<file path="src/core/atlc_pkg.sv">
// What this block does
// - Five stages: RF 20,20,10 then IF 20,10
// - Stages on or off, attenuation sums
// - Mixer above 1000 means automatic, -20 dBm
// - Automatic mode hides mixer coercion warnings
// - Mixer above 0 dBm clamps, warns
// - Reference above 50 dBm clamps, warns
// - Mixer above reference becomes reference, warns
// - Mixer below reference minus 50 clamps, warns
// - Later coercion only when unrealisable
// - RF stages resolved before IF stages
// - RF difference is reference minus mixer
// - RF difference picks RF stage combination
// - IF value is 30 plus mixer
// - Negative IF value clamps to zero, warns outside automatic mode
// - IF value picks IF stage combination
// - Frequency below 15 MHz engages IF 10 dB
//
// Purpose: constants and carriers for the attenuator level control.
// Assumes: one clock domain, signed dBm levels, frequencies in kHz.
// Notes:   register offsets are byte addresses on the plain port.
`default_nettype none
package atlc_pkg;
    localparam int          ATLC_AW          = 8;
    localparam int          ATLC_DW          = 32;
    localparam int          ATLC_LW          = 18;

    localparam logic [7:0]  ATLC_OFS_REF     = 8'h00;
    localparam logic [7:0]  ATLC_OFS_MIX     = 8'h04;
    localparam logic [7:0]  ATLC_OFS_FREQ    = 8'h08;
    localparam logic [7:0]  ATLC_OFS_CTRL    = 8'h0C;
    localparam logic [7:0]  ATLC_OFS_STATUS  = 8'h10;
    localparam logic [7:0]  ATLC_OFS_LEVELS  = 8'h14;

    localparam int          ATLC_CTRL_APPLY  = 0;
    localparam int          ATLC_ST_BUSY     = 0;
    localparam int          ATLC_ST_AUTO     = 1;
    localparam int          ATLC_ST_LOWF     = 2;
    localparam int          ATLC_ST_ATT_LSB  = 3;
    localparam int          ATLC_ST_WARN_LSB = 8;

    localparam logic [15:0] ATLC_REF_RST     = 16'h0000;
    localparam logic [15:0] ATLC_MIX_RST     = 16'h0000;
    localparam logic [31:0] ATLC_FREQ_RST    = 32'h0000_0000;

    localparam logic signed [15:0] ATLC_AUTO_THRESH = 16'sh03E8;
    localparam logic signed [17:0] ATLC_AUTO_MIX    = 18'sh3_FFEC;
    localparam logic signed [17:0] ATLC_MIX_MAX     = 18'sh0_0000;
    localparam logic signed [17:0] ATLC_REF_MAX     = 18'sh0_0032;
    localparam logic signed [17:0] ATLC_WINDOW      = 18'sh0_0032;
    localparam logic signed [17:0] ATLC_IF_GAIN     = 18'sh0_001E;
    localparam int                 ATLC_STEP_DB     = 10;
    localparam int                 ATLC_RF_STEPS    = 5;
    localparam int                 ATLC_IF_STEPS    = 3;
    localparam logic [31:0]        ATLC_LOWF_KHZ    = 32'h0000_3A98;

    typedef struct packed {
        logic rf_20a;
        logic rf_20b;
        logic rf_10;
        logic if_20;
        logic if_10;
    } atlc_atten_t;

    typedef struct packed {
        logic mix_above_zero;
        logic ref_range;
        logic mix_window;
        logic if_below_nominal;
    } atlc_warn_t;

    typedef enum logic [1:0] {
        ATLC_IDLE   = 2'b00,
        ATLC_COERCE = 2'b01,
        ATLC_RF     = 2'b11,
        ATLC_IF     = 2'b10
    } atlc_state_t;
endpackage
`default_nettype wire

</file>
<file path="src/core/atlc_step_sel.sv">
// Purpose: rounds a signed dB value to a whole number of steps.
// Assumes: ties round upward; result clamps to 0..STEPS.
// Notes:   pure combinational, used for both RF and IF chains.
`default_nettype none
module atlc_step_sel
    import atlc_pkg::*;
#(
    parameter int W       = 18,
    parameter int STEPS   = 5,
    parameter int STEP_DB = 10,
    parameter int IW      = 3
) (
    input  wire logic signed [W-1:0] value,
    output logic             [IW-1:0] idx
);
    always_comb begin
        idx = '0;
        for (int k = 1; k <= STEPS; k++) begin
            if (value >= W'(k * STEP_DB - STEP_DB / 2)) begin
                idx = IW'(k);
            end
        end
    end
endmodule
`default_nettype wire

</file>
<file path="src/core/atlc_level_ctrl.sv">
// Purpose: turns reference and mixer requests into stage settings.
// Assumes: register port strobes one cycle long, never together.
// Notes:   apply while busy is ignored; outputs change only at commit, except IF 10 dB on a low-frequency write.
//
// Local design decisions: the register addresses and the address-and-strobe port.
`default_nettype none
module atlc_level_ctrl
    import atlc_pkg::*;
#(
    parameter logic [31:0] LOWF_KHZ = ATLC_LOWF_KHZ
) (
    input  wire logic              clk_sys,
    input  wire logic              rst_n,
    input  wire logic [ATLC_AW-1:0] reg_addr,
    input  wire logic [ATLC_DW-1:0] reg_wdata,
    input  wire logic              reg_wr,
    input  wire logic              reg_rd,
    output logic      [ATLC_DW-1:0] reg_rdata,
    output atlc_atten_t            atten,
    output atlc_warn_t             warn,
    output logic                   automatic_mixer_mode,
    output logic                   busy,
    output logic                   done
);
    atlc_state_t            state;
    logic [15:0]            req_ref;
    logic [15:0]            req_mix;
    logic [31:0]            req_freq;
    logic [15:0]            snap_ref;
    logic [15:0]            snap_mix;
    logic signed [17:0]     work_ref;
    logic signed [17:0]     work_mix;
    atlc_warn_t             work_warn;
    logic                   work_auto;
    logic [2:0]             work_rf;
    logic                   low_freq;
    logic [15:0]            lvl_ref;
    logic [15:0]            lvl_mix;
    logic                   accept;
    logic                   freq_wr;
    logic                   freq_low;
    logic signed [17:0]     next_ref;
    logic signed [17:0]     next_mix;
    atlc_warn_t             next_warn;
    logic                   next_auto;
    logic signed [17:0]     rf_diff;
    logic signed [17:0]     if_comp;
    logic [2:0]             rf_idx;
    logic [1:0]             if_idx;
    logic [2:0]             rf_bits;
    logic [ATLC_DW-1:0]     status_word;

    // Apply while busy is dropped, not queued
    // Apply strobe accepted
    assign accept   = reg_wr && (reg_addr == ATLC_OFS_CTRL)
                      && reg_wdata[ATLC_CTRL_APPLY] && (state == ATLC_IDLE);
    assign freq_wr  = reg_wr && (reg_addr == ATLC_OFS_FREQ);
    assign freq_low = reg_wdata < LOWF_KHZ;
    assign busy     = state != ATLC_IDLE;

    // Upper write bits of the levels are dropped
    always_ff @(posedge clk_sys or negedge rst_n) begin
        if (!rst_n) begin
            req_ref <= ATLC_REF_RST;
        end else if (reg_wr && reg_addr == ATLC_OFS_REF) begin
            req_ref <= reg_wdata[15:0];
        end
    end

    always_ff @(posedge clk_sys or negedge rst_n) begin
        if (!rst_n) begin
            req_mix <= ATLC_MIX_RST;
        end else if (reg_wr && reg_addr == ATLC_OFS_MIX) begin
            req_mix <= reg_wdata[15:0];
        end
    end

    always_ff @(posedge clk_sys or negedge rst_n) begin
        if (!rst_n) begin
            req_freq <= ATLC_FREQ_RST;
        end else if (freq_wr) begin
            req_freq <= reg_wdata;
        end
    end

    // Snapshot so writes during processing cannot tear a request
    always_ff @(posedge clk_sys or negedge rst_n) begin
        if (!rst_n) begin
            snap_ref <= ATLC_REF_RST;
        end else if (accept) begin
            snap_ref <= req_ref;
        end
    end

    always_ff @(posedge clk_sys or negedge rst_n) begin
        if (!rst_n) begin
            snap_mix <= ATLC_MIX_RST;
        end else if (accept) begin
            snap_mix <= req_mix;
        end
    end

    always_ff @(posedge clk_sys or negedge rst_n) begin
        if (!rst_n) begin
            state <= ATLC_IDLE;
        end else begin
            unique case (state)
                ATLC_IDLE: begin
                    if (accept) begin
                        state <= ATLC_COERCE;
                    end
                end
                ATLC_COERCE: begin
                    state <= ATLC_RF;
                end
                ATLC_RF: begin
                    state <= ATLC_IF;
                end
                ATLC_IF: begin
                    state <= ATLC_IDLE;
                end
            endcase
        end
    end

    // Levels widened to 18 bits so ref minus 50 cannot wrap
    always_comb begin
        next_warn = '0;
        next_ref  = 18'(signed'(snap_ref));
        next_auto = signed'(snap_mix) > ATLC_AUTO_THRESH;
        next_mix  = next_auto ? ATLC_AUTO_MIX : 18'(signed'(snap_mix));
        if (next_mix > ATLC_MIX_MAX) begin
            next_mix = ATLC_MIX_MAX;
            next_warn.mix_above_zero = 1'b1;
        end
        if (next_ref > ATLC_REF_MAX) begin
            next_ref = ATLC_REF_MAX;
            next_warn.ref_range = 1'b1;
        end
        if (next_mix > next_ref) begin
            next_mix = next_ref;
            next_warn.mix_window = 1'b1;
        end else if (next_mix < next_ref - ATLC_WINDOW) begin
            next_mix = next_ref - ATLC_WINDOW;
            next_warn.mix_window = 1'b1;
        end
        if (next_auto) begin
            next_warn.mix_above_zero = 1'b0;
            next_warn.mix_window = 1'b0;
        end
    end

    // Window keeps difference realisable
    // Coerced levels land once so both selectors see one request
    always_ff @(posedge clk_sys or negedge rst_n) begin
        if (!rst_n) begin
            work_ref <= '0;
        end else if (state == ATLC_COERCE) begin
            work_ref <= next_ref;
        end
    end

    always_ff @(posedge clk_sys or negedge rst_n) begin
        if (!rst_n) begin
            work_mix <= '0;
        end else if (state == ATLC_COERCE) begin
            work_mix <= next_mix;
        end
    end

    always_ff @(posedge clk_sys or negedge rst_n) begin
        if (!rst_n) begin
            work_auto <= 1'b0;
        end else if (state == ATLC_COERCE) begin
            work_auto <= next_auto;
        end
    end

    always_ff @(posedge clk_sys or negedge rst_n) begin
        if (!rst_n) begin
            work_warn <= '0;
        end else if (state == ATLC_COERCE) begin
            work_warn <= next_warn;
        end
    end

    assign rf_diff = work_ref - work_mix;
    assign if_comp = ATLC_IF_GAIN + work_mix;

    atlc_step_sel #(
        .W       (ATLC_LW),
        .STEPS   (ATLC_RF_STEPS),
        .STEP_DB (ATLC_STEP_DB),
        .IW      (3)
    ) u_rf_sel (
        .value (rf_diff),
        .idx   (rf_idx)
    );

    // Negative clamps to zero in selector
    atlc_step_sel #(
        .W       (ATLC_LW),
        .STEPS   (ATLC_IF_STEPS),
        .STEP_DB (ATLC_STEP_DB),
        .IW      (2)
    ) u_if_sel (
        .value (if_comp),
        .idx   (if_idx)
    );

    always_comb begin
        unique case (rf_idx)
            3'd0:    rf_bits = 3'b000;
            3'd1:    rf_bits = 3'b001;
            3'd2:    rf_bits = 3'b100;
            3'd3:    rf_bits = 3'b101;
            3'd4:    rf_bits = 3'b110;
            3'd5:    rf_bits = 3'b111;
            default: rf_bits = 3'b111;
        endcase
    end

    always_ff @(posedge clk_sys or negedge rst_n) begin
        if (!rst_n) begin
            work_rf <= 3'b000;
        end else if (state == ATLC_RF) begin
            work_rf <= rf_bits;
        end
    end

    always_ff @(posedge clk_sys or negedge rst_n) begin
        if (!rst_n) begin
            low_freq <= 1'b0;
        end else if (freq_wr) begin
            low_freq <= freq_low;
        end
    end

    // Low freq engage bypasses the engine so it acts at once
    // Five stage outputs
    always_ff @(posedge clk_sys or negedge rst_n) begin
        if (!rst_n) begin
            atten <= '0;
        end else if (state == ATLC_IF) begin
            {atten.rf_20a, atten.rf_20b, atten.rf_10} <= work_rf;
            atten.if_20 <= if_idx[1];
            // Same-cycle frequency write still counts
            // Low frequency forcing
            atten.if_10 <= if_idx[0] | low_freq | (freq_wr && freq_low);
        end else if (freq_wr && freq_low) begin
            atten.if_10 <= 1'b1;
        end
    end

    always_ff @(posedge clk_sys or negedge rst_n) begin
        if (!rst_n) begin
            warn <= '0;
        end else if (state == ATLC_IF) begin
            warn <= work_warn;
            warn.if_below_nominal <= (if_comp < 0) && !work_auto;
        end
    end

    always_ff @(posedge clk_sys or negedge rst_n) begin
        if (!rst_n) begin
            automatic_mixer_mode <= 1'b0;
        end else if (state == ATLC_IF) begin
            automatic_mixer_mode <= work_auto;
        end
    end

    always_ff @(posedge clk_sys or negedge rst_n) begin
        if (!rst_n) begin
            lvl_ref <= ATLC_REF_RST;
        end else if (state == ATLC_IF) begin
            lvl_ref <= work_ref[15:0];
        end
    end

    always_ff @(posedge clk_sys or negedge rst_n) begin
        if (!rst_n) begin
            lvl_mix <= ATLC_MIX_RST;
        end else if (state == ATLC_IF) begin
            lvl_mix <= work_mix[15:0];
        end
    end

    always_ff @(posedge clk_sys or negedge rst_n) begin
        if (!rst_n) begin
            done <= 1'b0;
        end else begin
            done <= state == ATLC_IF;
        end
    end

    always_comb begin
        status_word                         = '0;
        status_word[ATLC_ST_BUSY]           = busy;
        status_word[ATLC_ST_AUTO]           = automatic_mixer_mode;
        status_word[ATLC_ST_LOWF]           = low_freq;
        status_word[ATLC_ST_ATT_LSB +: 5]   = atten;
        status_word[ATLC_ST_WARN_LSB +: 4]  = warn;
    end

    // Unmapped reads return zero
    always_ff @(posedge clk_sys or negedge rst_n) begin
        if (!rst_n) begin
            reg_rdata <= '0;
        end else if (reg_rd) begin
            reg_rdata <= '0;
            unique case (reg_addr)
                ATLC_OFS_REF:    reg_rdata[15:0] <= req_ref;
                ATLC_OFS_MIX:    reg_rdata[15:0] <= req_mix;
                ATLC_OFS_FREQ:   reg_rdata <= req_freq;
                ATLC_OFS_STATUS: reg_rdata <= status_word;
                ATLC_OFS_LEVELS: reg_rdata <= {lvl_mix, lvl_ref};
                default:         reg_rdata <= '0;
            endcase
        end else begin
            reg_rdata <= '0;
        end
    end
endmodule
`default_nettype wire

</file>
<file path="config.mk">
export PLATFORM = sky130hd
export DESIGN_NAME = atlc_level_ctrl
export DESIGN_NICKNAME = d
export VERILOG_FILES = /design/src/core/atlc_pkg.sv /design/src/core/atlc_step_sel.sv /design/src/core/atlc_level_ctrl.sv
export SDC_FILE = /design/constraint.sdc
export NUM_CORES = 1
export LEC_CHECK = 0
export ABC_AREA = 1
export BUFFER_PORTS_ARGS = -buffer_cell sky130_fd_sc_hd__buf_2
export CORE_MARGIN = 2
export CORE_UTILIZATION = 39
export DETAILED_ROUTE_END_ITERATION = 6
export GPL_ROUTABILITY_DRIVEN = 0
export GPL_TIMING_DRIVEN = 1
export SYNTH_ARGS = -nofsm -noshare
export SYNTH_HDL_FRONTEND = slang
export SYNTH_HIERARCHICAL = 1
export SYNTH_SLANG_ARGS = --single-unit
</file>
<file path="constraint.sdc">
create_clock -name clk_sys -period 5.3 [get_ports clk_sys]
set_input_delay 0 -clock clk_sys [delete_from_list [all_inputs] [get_ports clk_sys]]
set_output_delay 0 -clock clk_sys [all_outputs]
set_load 0.01 [all_outputs]
</file>
==> out/results.tsv, run 1 <==
stage	metric	value	unit
clock_network	clock_tree_root	sky130_fd_sc_hd__clkbuf_16	
synth	ys_seq_elements	215	
power	sequentialPowerShare	0.384	
die	initial_utilization	0.393	
die	chipHeight	179	µm
routing	drt_pass1_iterations	5	
power	leakage_power	7.37	nW
timing	maxSlewHeadroom	0.216	
clock_network	cts_tree	yes	
routing	ant_nets	0	
clock_network	cts_htree_levels	1	
layout	commonest_non_fill_non_tap_cell_in_the_layout	sky130_fd_sc_hd__nand2_1	
die	chip_width	179	µm
timing	final_critical_path_setup_slack	0.812	ns
synth	synth_ff_type	sky130_fd_sc_hd__dfrtp_1	
routing	routed_via_count	10500	
routing	starting_drc_count_in_detailed_routing	820	
power	max-vdd-ir-drop	0.000204	V
routing	drt_drc_violations_left	0	
die	pin_count	88	
timing	finalMaxSlewViolations	0	
synth	mappedNetlistNets	1620	
grt	grt.total_usage	0.220	
critical_path	crit_arrival	4.89	ns
timing	final.period_utilization	0.847	
critical_path	critPathCaptureType	flip-flop	
placed_design	placed_cells_incl_taps	1966	
grt	grt_first_pass_wirelength	54700	µm
critical_path	critical_path_peak_fanout	25	
layout	post_layout_nonfiller_instances	2042	
clock_network	post_cts.resized_instances	0	
power	power_density	334	mW/mm²
timing	totalNegativeSetupSlack	0	ns
timing	fin_skew	0.0135	ns
clock_network	num_cts_buffers	24	
layout	ff_latch_area	0.00538	mm²
synth	async_set_or_reset_flop_fraction_in_the_synthesized_netlist	1.00	
synth	synth_edf_count	0	
power	netSwitchingPower	1.50	mW
die	die_area	0.0320	mm²
timing	finalCriticalPeriod	4.49	ns
layout	synthToLayoutAreaGrowth	16.6	%
synth	synthesis.instances	1524	
synth	avgSynthCellArea	7.82	µm²
power	sw_frac_of_total	0.323	
critical_path	cpMaxStageDelayCell	sky130_fd_sc_hd__dfrtp_1	
clock_network	clkLatencyLatePin	0.52	ns
timing	setup-violations-final	0	
timing	worst_pin_slew	1.17	ns
layout	layout.cells.most_common_list	sky130_fd_sc_hd__nand2_1 (467), sky130_fd_sc_hd__dfrtp_1 (215), sky130_fd_sc_hd__inv_1 (167)	
layout	final_net_count	1729	
grt	gr-total-overflow	0	
timing	fmaxAchievable	0.223	GHz
routing	post_drt_wl_per_cell	17.1	µm
critical_path	timing.critical_path.from_type	flip-flop	
power	power.share.combinational	0.258	
synth	netlist-cell-type-count	51	
clock_network	clock_sink_count	215	
synth	yosysSeqAreaShare	0.451	
die	row_count	64	
critical_path	max_stage_delay	0.42	ns
layout	num-fill-cells	2993	
critical_path	cp_common_cell	sky130_fd_sc_hd__nand2_1	
critical_path	criticalPathCategory	flip-flop to flip-flop	
placed_design	dp_slack	0.888	ns
routing	routed_wirelength	35000	µm
power	p_clk_frac	0.359	
job	drv_cap	0	
clock_network	post_cts.repair.setup_buffers	0	
min_path	holdCritPathClass	input port to asynchronous set/reset pin	
synth	yosys_warnings	6	
timing	final_hold_viol_count	0	
grt	number_of_antenna_violations_at_the_first_check_in_global_routing	1	
routing	vias_per_std_cell	5.16	
clock_network	cts_buffer_depth	3	
power	cellInternalPower	3.14	mW
clock_network	clock_slew_at_reported_path_ffs	0.06	ns
layout	n_antenna_cell	0	
grt	grt_start_max_net_pins	106	
timing	rsz0062_at_grt	no	
layout	multi_input_comb_area	0.00567	mm²
grt	via_count_of_the_first_global_routing_pass	9825	
run_status	status	finished clean	
die	placeableCoreArea	0.0303	mm²
synth	synth_area	0.0119	mm²
placed_design	io_buffers	87	
placed_design	place.detailed.hpwl	25700	µm
layout	final_layout_size_suffix_gt1_frac	0.119	
critical_path	cp_data_required_time	5.70	ns
==> flip-flops by register name, summed over array words and instances (netlist names) <==
name and count:
work_rf 3, snap_mix 16, req_freq 32, atten 5
work_ref 16, warn 4, lvl_ref 16, work_auto 1
work_warn 3, req_mix 16, automatic_mixer_mode 1, state 2
snap_ref 16, work_mix 18, req_ref 16, lvl_mix 16
reg_rdata 32, done 1, low_freq 1
==> per-layer routing <==
metal,GRT usage,vias to the layer above,share of wire
met5,0,-,0.00037
met4,0.0650,2,0.030
met3,0.0297,67,0.057
met2,0.347,332,0.45
met1,0.316,4980,0.46
li1,-,5160,-
==> logic make-up (layout without fill, tap and decap cells) <==
logic type / count (synthesis) / count (layout) / synth area share
AO/OA/AOI/OAI: 268 / 268 / 0.128
adder cells (fa/ha/maj): 52 / 52 / 0.0552
multiplexers: 15 / 15 / 0.0142
AND/OR/NAND/NOR: 707 / 707 / 0.250
buffers and inverters: 229 / 351 / 0.0735
XOR/XNOR: 38 / 38 / 0.0279
flip-flops: 215 / 215 / 0.451
==> power groups by stage <==
stage                     Combinational (mW)  Sequential (mW)  Clock (mW)
after floorplan                        0.897             1.79           0
after global placement                  1.16             1.80           0
after detailed placement                1.17             1.81           0
after CTS                               1.20             1.78        1.68
after global routing                    1.37             1.79        1.75
final                                   1.19             1.78        1.66
==> timing repair <==
item / CTS / global route
hold buffers: 37 / 0
endpoints found under the setup margin: 0 / 0
endpoints found under the hold margin: 170 / 0
==> synth_stat cells (all sizes together) (2+ instances only) <==
| cell | count | share of area |
|---|---|---|
| a32o | 8 | 0.0067 |
| nand4 | 14 | 0.0079 |
| nand3b | 4 | 0.0025 |
| or2 | 5 | 0.0026 |
| o2111ai | 3 | 0.0022 |
| nand2 | 480 | 0.15 |
| clkinv | 3 | 0.00094 |
| o211ai | 5 | 0.0031 |
| nor4 | 7 | 0.0037 |
| a21oi | 65 | 0.029 |
| nor3 | 10 | 0.0042 |
| clkbuf | 44 | 0.014 |
| o21bai | 2 | 0.0013 |
| inv | 173 | 0.054 |
| xnor2 | 6 | 0.0044 |
| buf | 9 | 0.0042 |
| o22ai | 5 | 0.0026 |
| nor2 | 111 | 0.040 |
| mux2 | 15 | 0.014 |
| o31ai | 5 | 0.0031 |
| xor2 | 32 | 0.024 |
| a41oi | 3 | 0.0022 |
| a221oi | 10 | 0.0073 |
| ha | 51 | 0.054 |
| dfrtp | 215 | 0.45 |
| nand3 | 75 | 0.034 |
| a21o | 2 | 0.0013 |
| a31oi | 3 | 0.0016 |
| o21ai | 152 | 0.064 |
==> final timing paths <==
check	cells after the start	from	slack, ns	endpoint
max	29	snap_ref[12]$_DFFE_PN0P_	0.81	work_mix[9]$_DFFE_PN0P_
min	2	rst_n	0.12	reg_rdata[9]$_DFF_PN0_
max reg2reg	29	snap_ref[12]$_DFFE_PN0P_	0.81	work_mix[9]$_DFFE_PN0P_
min reg2reg	0	state[0]$_DFFE_PN0P_	0.46	state[1]$_DFFE_PN0P_
max in group asynchronous	3	rst_n	3.91	reg_rdata[30]$_DFF_PN0_
min in group clk_sys	3	reg_rd	0.16	reg_rdata[13]$_DFF_PN0_
==> metrics by stage <==
step	hold WS (ns)	power (mW)	instance area, µm²	util
floorplan	-0.296	2.69	11900	-
global placement	0.109	2.96	12700	0.420
detailed placement	0.114	2.98	12700	0.420
CTS	0.145	4.66	13900	0.458
global route	0.197	4.90	13900	0.458
finish	0.124	4.64	13900	0.458
==> cell type report <==
| type | count | area share |
|---|---|---|
| repair buffers | 136 | 0.0652 |
| well taps | 396 | 0.0357 |
| flip-flops and latches | 215 | 0.387 |
| inverters | 176 | 0.0475 |
| clock buffers | 35 | 0.0528 |
| multi-input cells | 1080 | 0.408 |
| clock inverters | 4 | 0.00378 |
==> worst max-delay path: cells and delay by family (launching register included) <==
| family | cells | cell delay (ns) |
|---|---|---|
| compound gates | 3 | 0.46 |
| buf+inv | 5 | 0.66 |
| flops | 1 | 0.42 |
| fa+ha+maj | 2 | 0.52 |
| simple gates | 19 | 2.31 |
Note: power is estimated with default switching activity, not from simulation.
==> run 2: changes to the inputs <==
==> constraint.sdc (replaced) <==
create_clock -name clk_sys -period 3.7 [get_ports clk_sys]
set_input_delay 0 -clock clk_sys [delete_from_list [all_inputs] [get_ports clk_sys]]
set_output_delay 0 -clock clk_sys [all_outputs]
set_load 0.01 [all_outputs]
==> out/results.tsv, run 2 (synthesis results as in run 1) <==
stage	metric	value	unit
grt	via_count_of_the_first_global_routing_pass	10400	
layout	final_layout_size_suffix_gt1_frac	0.192	
layout	layout.cells.most_common_list	sky130_fd_sc_hd__nand2_1 (444), sky130_fd_sc_hd__dfrtp_1 (215), sky130_fd_sc_hd__inv_1 (163)	
routing	dr_wl_met3	1650	µm
timing	fin_skew	0.0233	ns
routing	vias_per_std_cell	5.13	
timing	rsz0062_at_grt	yes	
routing	routed_via_count	10800	
clock_network	clock_tree_root	sky130_fd_sc_hd__clkbuf_16	
placed_design	place.detailed.hpwl	26500	µm
layout	n_antenna_cell	0	
layout	synthToLayoutAreaGrowth	24.1	%
routing	routed_wirelength	35800	µm
clock_network	clock_slew_at_reported_path_ffs	0.06	ns
placed_design	placed_cells_incl_taps	2026	
timing	final.period_utilization	0.973	
die	chip_width	179	µm
critical_path	criticalPathCategory	flip-flop to flip-flop	
placed_design	postPlaceCellArea	0.0132	mm²
routing	drt_drc_violations_left	0	
timing	final_hold_viol_count	0	
layout	largestRegisters	reg_rdata (32), req_freq (32), work_mix (18)	
timing	setup-violations-final	0	
routing	wirelength_met1	16200	µm
clock_network	cts_buffer_depth	3	
run_status	status	finished clean	
routing	top_signal_layer_used	met4	
clock_network	clkLatencyLatePin	0.51	ns
die	placeableCoreArea	0.0303	mm²
clock_network	num_cts_buffers	23	
power	max-vdd-ir-drop	0.000293	V
grt	grt_start_max_net_pins	117	
routing	post_drt_wl_per_cell	17.0	µm
die	initial_utilization	0.393	
critical_path	cp_data_required_time	4.12	ns
power	power_density	436	mW/mm²
critical_path	critPathCaptureType	flip-flop	
die	pin_count	88	
critical_path	cp_common_cell	sky130_fd_sc_hd__nand2_1	
routing	starting_drc_count_in_detailed_routing	714	
die	die_area	0.0320	mm²
placed_design	io_buffers	87	
critical_path	timing.critical_path.from_type	flip-flop	
grt	number_of_antenna_violations_at_the_first_check_in_global_routing	1	
routing	ant_nets	0	
critical_path	max_stage_delay	0.37	ns
clock_network	cts_tree	yes	
grt	gr-total-overflow	0	
layout	commonest_non_fill_non_tap_cell_in_the_layout	sky130_fd_sc_hd__nand2_1	
routing	drt_pass1_iterations	5	
layout	post_layout_nonfiller_instances	2112	
layout	stdcell_area	0.0148	mm²
critical_path	critical_path_peak_fanout	5	
die	chipHeight	179	µm
die	row_count	64	
critical_path	cpMaxStageDelayCell	sky130_fd_sc_hd__dfrtp_1	
grt	grt.total_usage	0.225	
grt	grt_first_pass_wirelength	56100	µm
power	total_power	6.46	mW
routing	met2WireLength	16900	µm
timing	totalNegativeSetupSlack	0	ns
timing	finalCriticalPeriod	3.60	ns
layout	final_net_count	1802	
clock_network	cts_htree_levels	1	
timing	worst_pin_slew	1.04	ns
job	drv_cap	0	
critical_path	crit_arrival	4.02	ns
timing	fmaxAchievable	0.278	GHz
power	leakage_power	7.75	nW
timing	finalMaxSlewViolations	0	
min_path	holdCritPathClass	input port to flip-flop	
clock_network	clock_sink_count	215	
timing	maxSlewHeadroom	0.307	
[run 2: report_power, final]
group	total [mW]	switching [mW]	internal (mW)
clock network	2.12	0.893	1.23
logic	1.79	1.14	0.657
registers	2.55	0.0901	2.46
[run 2: routing by layer]
| metal | GRT usage | vias to the layer above |
|---|---|---|
| met5 | 0 | - |
| met4 | 0.0671 | 0 |
| met3 | 0.0297 | 80 |
| met2 | 0.368 | 279 |
| met1 | 0.310 | 5165 |
| li1 | - | 5302 |
[run 2: final cells by class]
cell class	instances	area, µm²
Fill cell	2923	15600
Multi-Input combinational cell	1080	6070
Sequential cell	215	5380
Timing Repair Buffer	210	1520
Inverter	176	663
Clock buffer	32	659
Tap cell	396	495
Clock inverter	3	17.5
[run 2: through the flow]
step	setup slack (ns)	hold WS (ns)	utilization
after floorplan	0.0136	-0.296	-
after global placement	-0.0242	0.137	0.435
after detailed placement	-0.0524	0.136	0.435
after CTS	0.00781	0.0752	0.473
after global routing	-0.154	0.129	0.488
final	0.0997	0.0802	0.488
[run 2: worst paths after layout]
check | end | slack (ns) | cells after the start | from
worst max-delay path | work_mix[8]$_DFFE_PN0P_ | 0.1 | 28 | snap_ref[12]$_DFFE_PN0P_
worst min-delay path | req_freq[17]$_DFFE_PN0P_ | 0.08 | 6 | reg_wr
worst max register to register | work_mix[8]$_DFFE_PN0P_ | 0.1 | 28 | snap_ref[12]$_DFFE_PN0P_
worst min register to register | lvl_ref[5]$_DFFE_PN0P_ | 0.47 | 2 | lvl_ref[5]$_DFFE_PN0P_
max in group asynchronous | snap_ref[15]$_DFFE_PN0P_ | 2.62 | 3 | rst_n
min in group asynchronous | req_mix[2]$_DFFE_PN0P_ | 0.14 | 2 | rst_n
[run 2: what timing repair did]
action,CTS,global route
buffers inserted,1,12
pin swaps,10,31
resized for setup,18,90
hold buffers,37,0
gates cloned,1,0
hold endpoints to repair,181,0
setup endpoints to repair,17,21
[run 2: critical path, delay by kind of cell (launching register included)]
kind	cells	cell delay (ns)
and+or+nand+nor	19	1.93
xor gates and xnor gates	1	0.27
adders and majority gates	1	0.29
AOI/OAI and AO/OA	2	0.13
buffers and inverters	5	0.55
DFF	1	0.37
==> run 3: changes to the inputs <==
==> constraint.sdc (replaced) <==
create_clock -name clk_sys -period 4.5 [get_ports clk_sys]
set_input_delay 0 -clock clk_sys [delete_from_list [all_inputs] [get_ports clk_sys]]
set_output_delay 0 -clock clk_sys [all_outputs]
set_load 0.01 [all_outputs]
==> out/results.tsv, run 3 (synthesis results as in run 1) <==
stage	metric	value	unit
timing	finalMaxSlewViolations	0	
clock_network	clock_slew_at_reported_path_ffs	0.06	ns
critical_path	path_delay_family	simple AND/OR/NAND/NOR gates	
layout	synthToLayoutAreaGrowth	16.9	%
die	initial_utilization	0.393	
layout	commonest_non_fill_non_tap_cell_in_the_layout	sky130_fd_sc_hd__nand2_1	
die	pin_count	88	
placed_design	dp_slack	0.181	ns
clock_network	cts_buffer_depth	3	
critical_path	timing.critical_path.from_type	flip-flop	
grt	grt_first_pass_wirelength	54400	µm
routing	post_drt_wl_per_cell	17.0	µm
grt	number_of_antenna_violations_at_the_first_check_in_global_routing	0	
layout	post_layout_nonfiller_instances	2051	
critical_path	cp_data_required_time	4.90	ns
die	row_count	64	
clock_network	clkLatencyLatePin	0.52	ns
critical_path	cpMaxStageDelayCell	sky130_fd_sc_hd__dfrtp_1	
timing	rsz0062_at_grt	no	
timing	final_critical_path_setup_slack	0.382	ns
timing	finalCriticalPeriod	4.12	ns
die	chip_width	179	µm
clock_network	clock_sink_count	215	
placed_design	placed_cells_incl_taps	1972	
power	total_power	5.38	mW
layout	n_antenna_cell	0	
die	placeableCoreArea	0.0303	mm²
routing	routed_via_count	10500	
routing	drt_drc_violations_left	0	
timing	final_hold_viol_count	0	
critical_path	critPathCaptureType	flip-flop	
critical_path	crit_arrival	4.52	ns
timing	fin_skew	0.0180	ns
grt	gr-total-overflow	0	
critical_path	max_stage_delay	0.42	ns
timing	maxSlewHeadroom	0.295	
critical_path	cp_num_buf_inv	3	
routing	drt_pass1_iterations	5	
power	leakage_power	7.40	nW
layout	final_net_count	1737	
timing	final.period_utilization	0.915	
critical_path	cp_common_cell	sky130_fd_sc_hd__nand2_1	
layout	num-fill-cells	2938	
timing	setup-violations-final	0	
power	max-vdd-ir-drop	0.000279	V
routing	starting_drc_count_in_detailed_routing	855	
clock_network	num_cts_buffers	24	
placed_design	place.detailed.hpwl	25900	µm
layout	layout.cells.most_common_list	sky130_fd_sc_hd__nand2_1 (466), sky130_fd_sc_hd__dfrtp_1 (215), sky130_fd_sc_hd__inv_1 (167)	
critical_path	critical_path_peak_fanout	17	
clock_network	cts_htree_levels	1	
grt	grt_start_max_net_pins	130	
routing	vias_per_std_cell	5.13	
die	chipHeight	179	µm
run_status	status	finished clean	
clock_network	clock_tree_root	sky130_fd_sc_hd__clkbuf_16	
grt	via_count_of_the_first_global_routing_pass	9935	
critical_path	criticalPathCategory	flip-flop to flip-flop	
power	power_density	386	mW/mm²
timing	hold-worst-slack	0.0824	ns
timing	fmaxAchievable	0.243	GHz
placed_design	io_buffers	87	
layout	final_layout_size_suffix_gt1_frac	0.123	
layout	largestRegisters	reg_rdata (32), req_freq (32), work_mix (18)	
die	die_area	0.0320	mm²
grt	grt.total_usage	0.219	
timing	worst_pin_slew	1.05	ns
min_path	holdCritPathClass	input port to flip-flop	
routing	ant_nets	0	
timing	totalNegativeSetupSlack	0	ns
routing	routed_wirelength	34900	µm
job	drv_cap	0	
clock_network	cts_tree	yes	
run 3: cell types whose count changed in the layout (fill, tap and decap cells not counted), sizes merged:
cell,previous run,this run
buf,173,107
bufinv,0,1
clkbuf,32,34
clkinv,5,7
clkinvlp,1,0
inv,173,174
run 3: metal layers:
metal  vias to the layer above  track usage  part of all wire
li1                       5177            -                 -
met1                      5042        0.305              0.46
met2                       259        0.352              0.47
met3                        51       0.0358             0.051
met4                         0       0.0596             0.027
met5                         -            0                 0
run 3: path summary, 6_finish.rpt:
check / start / to / slack, ns / depth (start not counted)
max in group asynchronous: rst_n / work_mix[14]$_DFFE_PN0P_ / 3.08 / 3
hold / removal: reg_wr / req_freq[31]$_DFFE_PN0P_ / 0.08 / 6
hold reg to reg: state[0]$_DFFE_PN0P_ / state[1]$_DFFE_PN0P_ / 0.45 / 0
setup / recovery: snap_ref[12]$_DFFE_PN0P_ / work_mix[5]$_DFFE_PN0P_ / 0.38 / 27
setup reg to reg: snap_ref[12]$_DFFE_PN0P_ / work_mix[5]$_DFFE_PN0P_ / 0.38 / 27
min in group asynchronous: rst_n / req_ref[2]$_DFFE_PN0P_ / 0.12 / 2
run 3: repair_timing:
| item | in CTS | in global routing |
|---|---|---|
| resized for setup | 0 | 4 |
| hold endpoints to repair | 194 | 0 |
| hold buffers | 37 | 0 |
| buffers inserted | 0 | 2 |
| setup endpoints to repair | 0 | 18 |
run 3: per-stage QoR:
stage / utilization / instance area, µm²
5_1_grt: 0.459 / 13900
4_1_cts: 0.458 / 13900
3_5_place_dp: 0.421 / 12800
3_3_place_gp: 0.421 / 12800
2_1_floorplan: - / 11900
6_report: 0.459 / 13900
run 3: cell type report:
class | instances | area [µm²] | area share
tap | 396 | 495 | 0.0355
multi-input combinational | 1080 | 5680 | 0.408
clock inverter | 6 | 73.8 | 0.00530
timing repair buffer | 144 | 970 | 0.0696
clock buffer | 34 | 678 | 0.0486
sequential | 215 | 5380 | 0.386
inverter | 176 | 661 | 0.0474
run 3: where the power goes:
group	internal [mW]	leakage (nW)	switching (mW)
Clock	1.11	0.369	0.782
Sequential	2.02	2.96	0.0749
Combinational	0.500	4.07	0.902
Total	3.63	7.40	1.76
run 3: tightest hold or removal path, cell delays in order:
cell and delay, ns:
sky130_fd_sc_hd__buf_2 0.12, sky130_fd_sc_hd__inv_1 0.07, sky130_fd_sc_hd__nor2_1 0.06, sky130_fd_sc_hd__buf_4 0.19
sky130_fd_sc_hd__nand2_1 0.07, sky130_fd_sc_hd__nand2_1 0.05
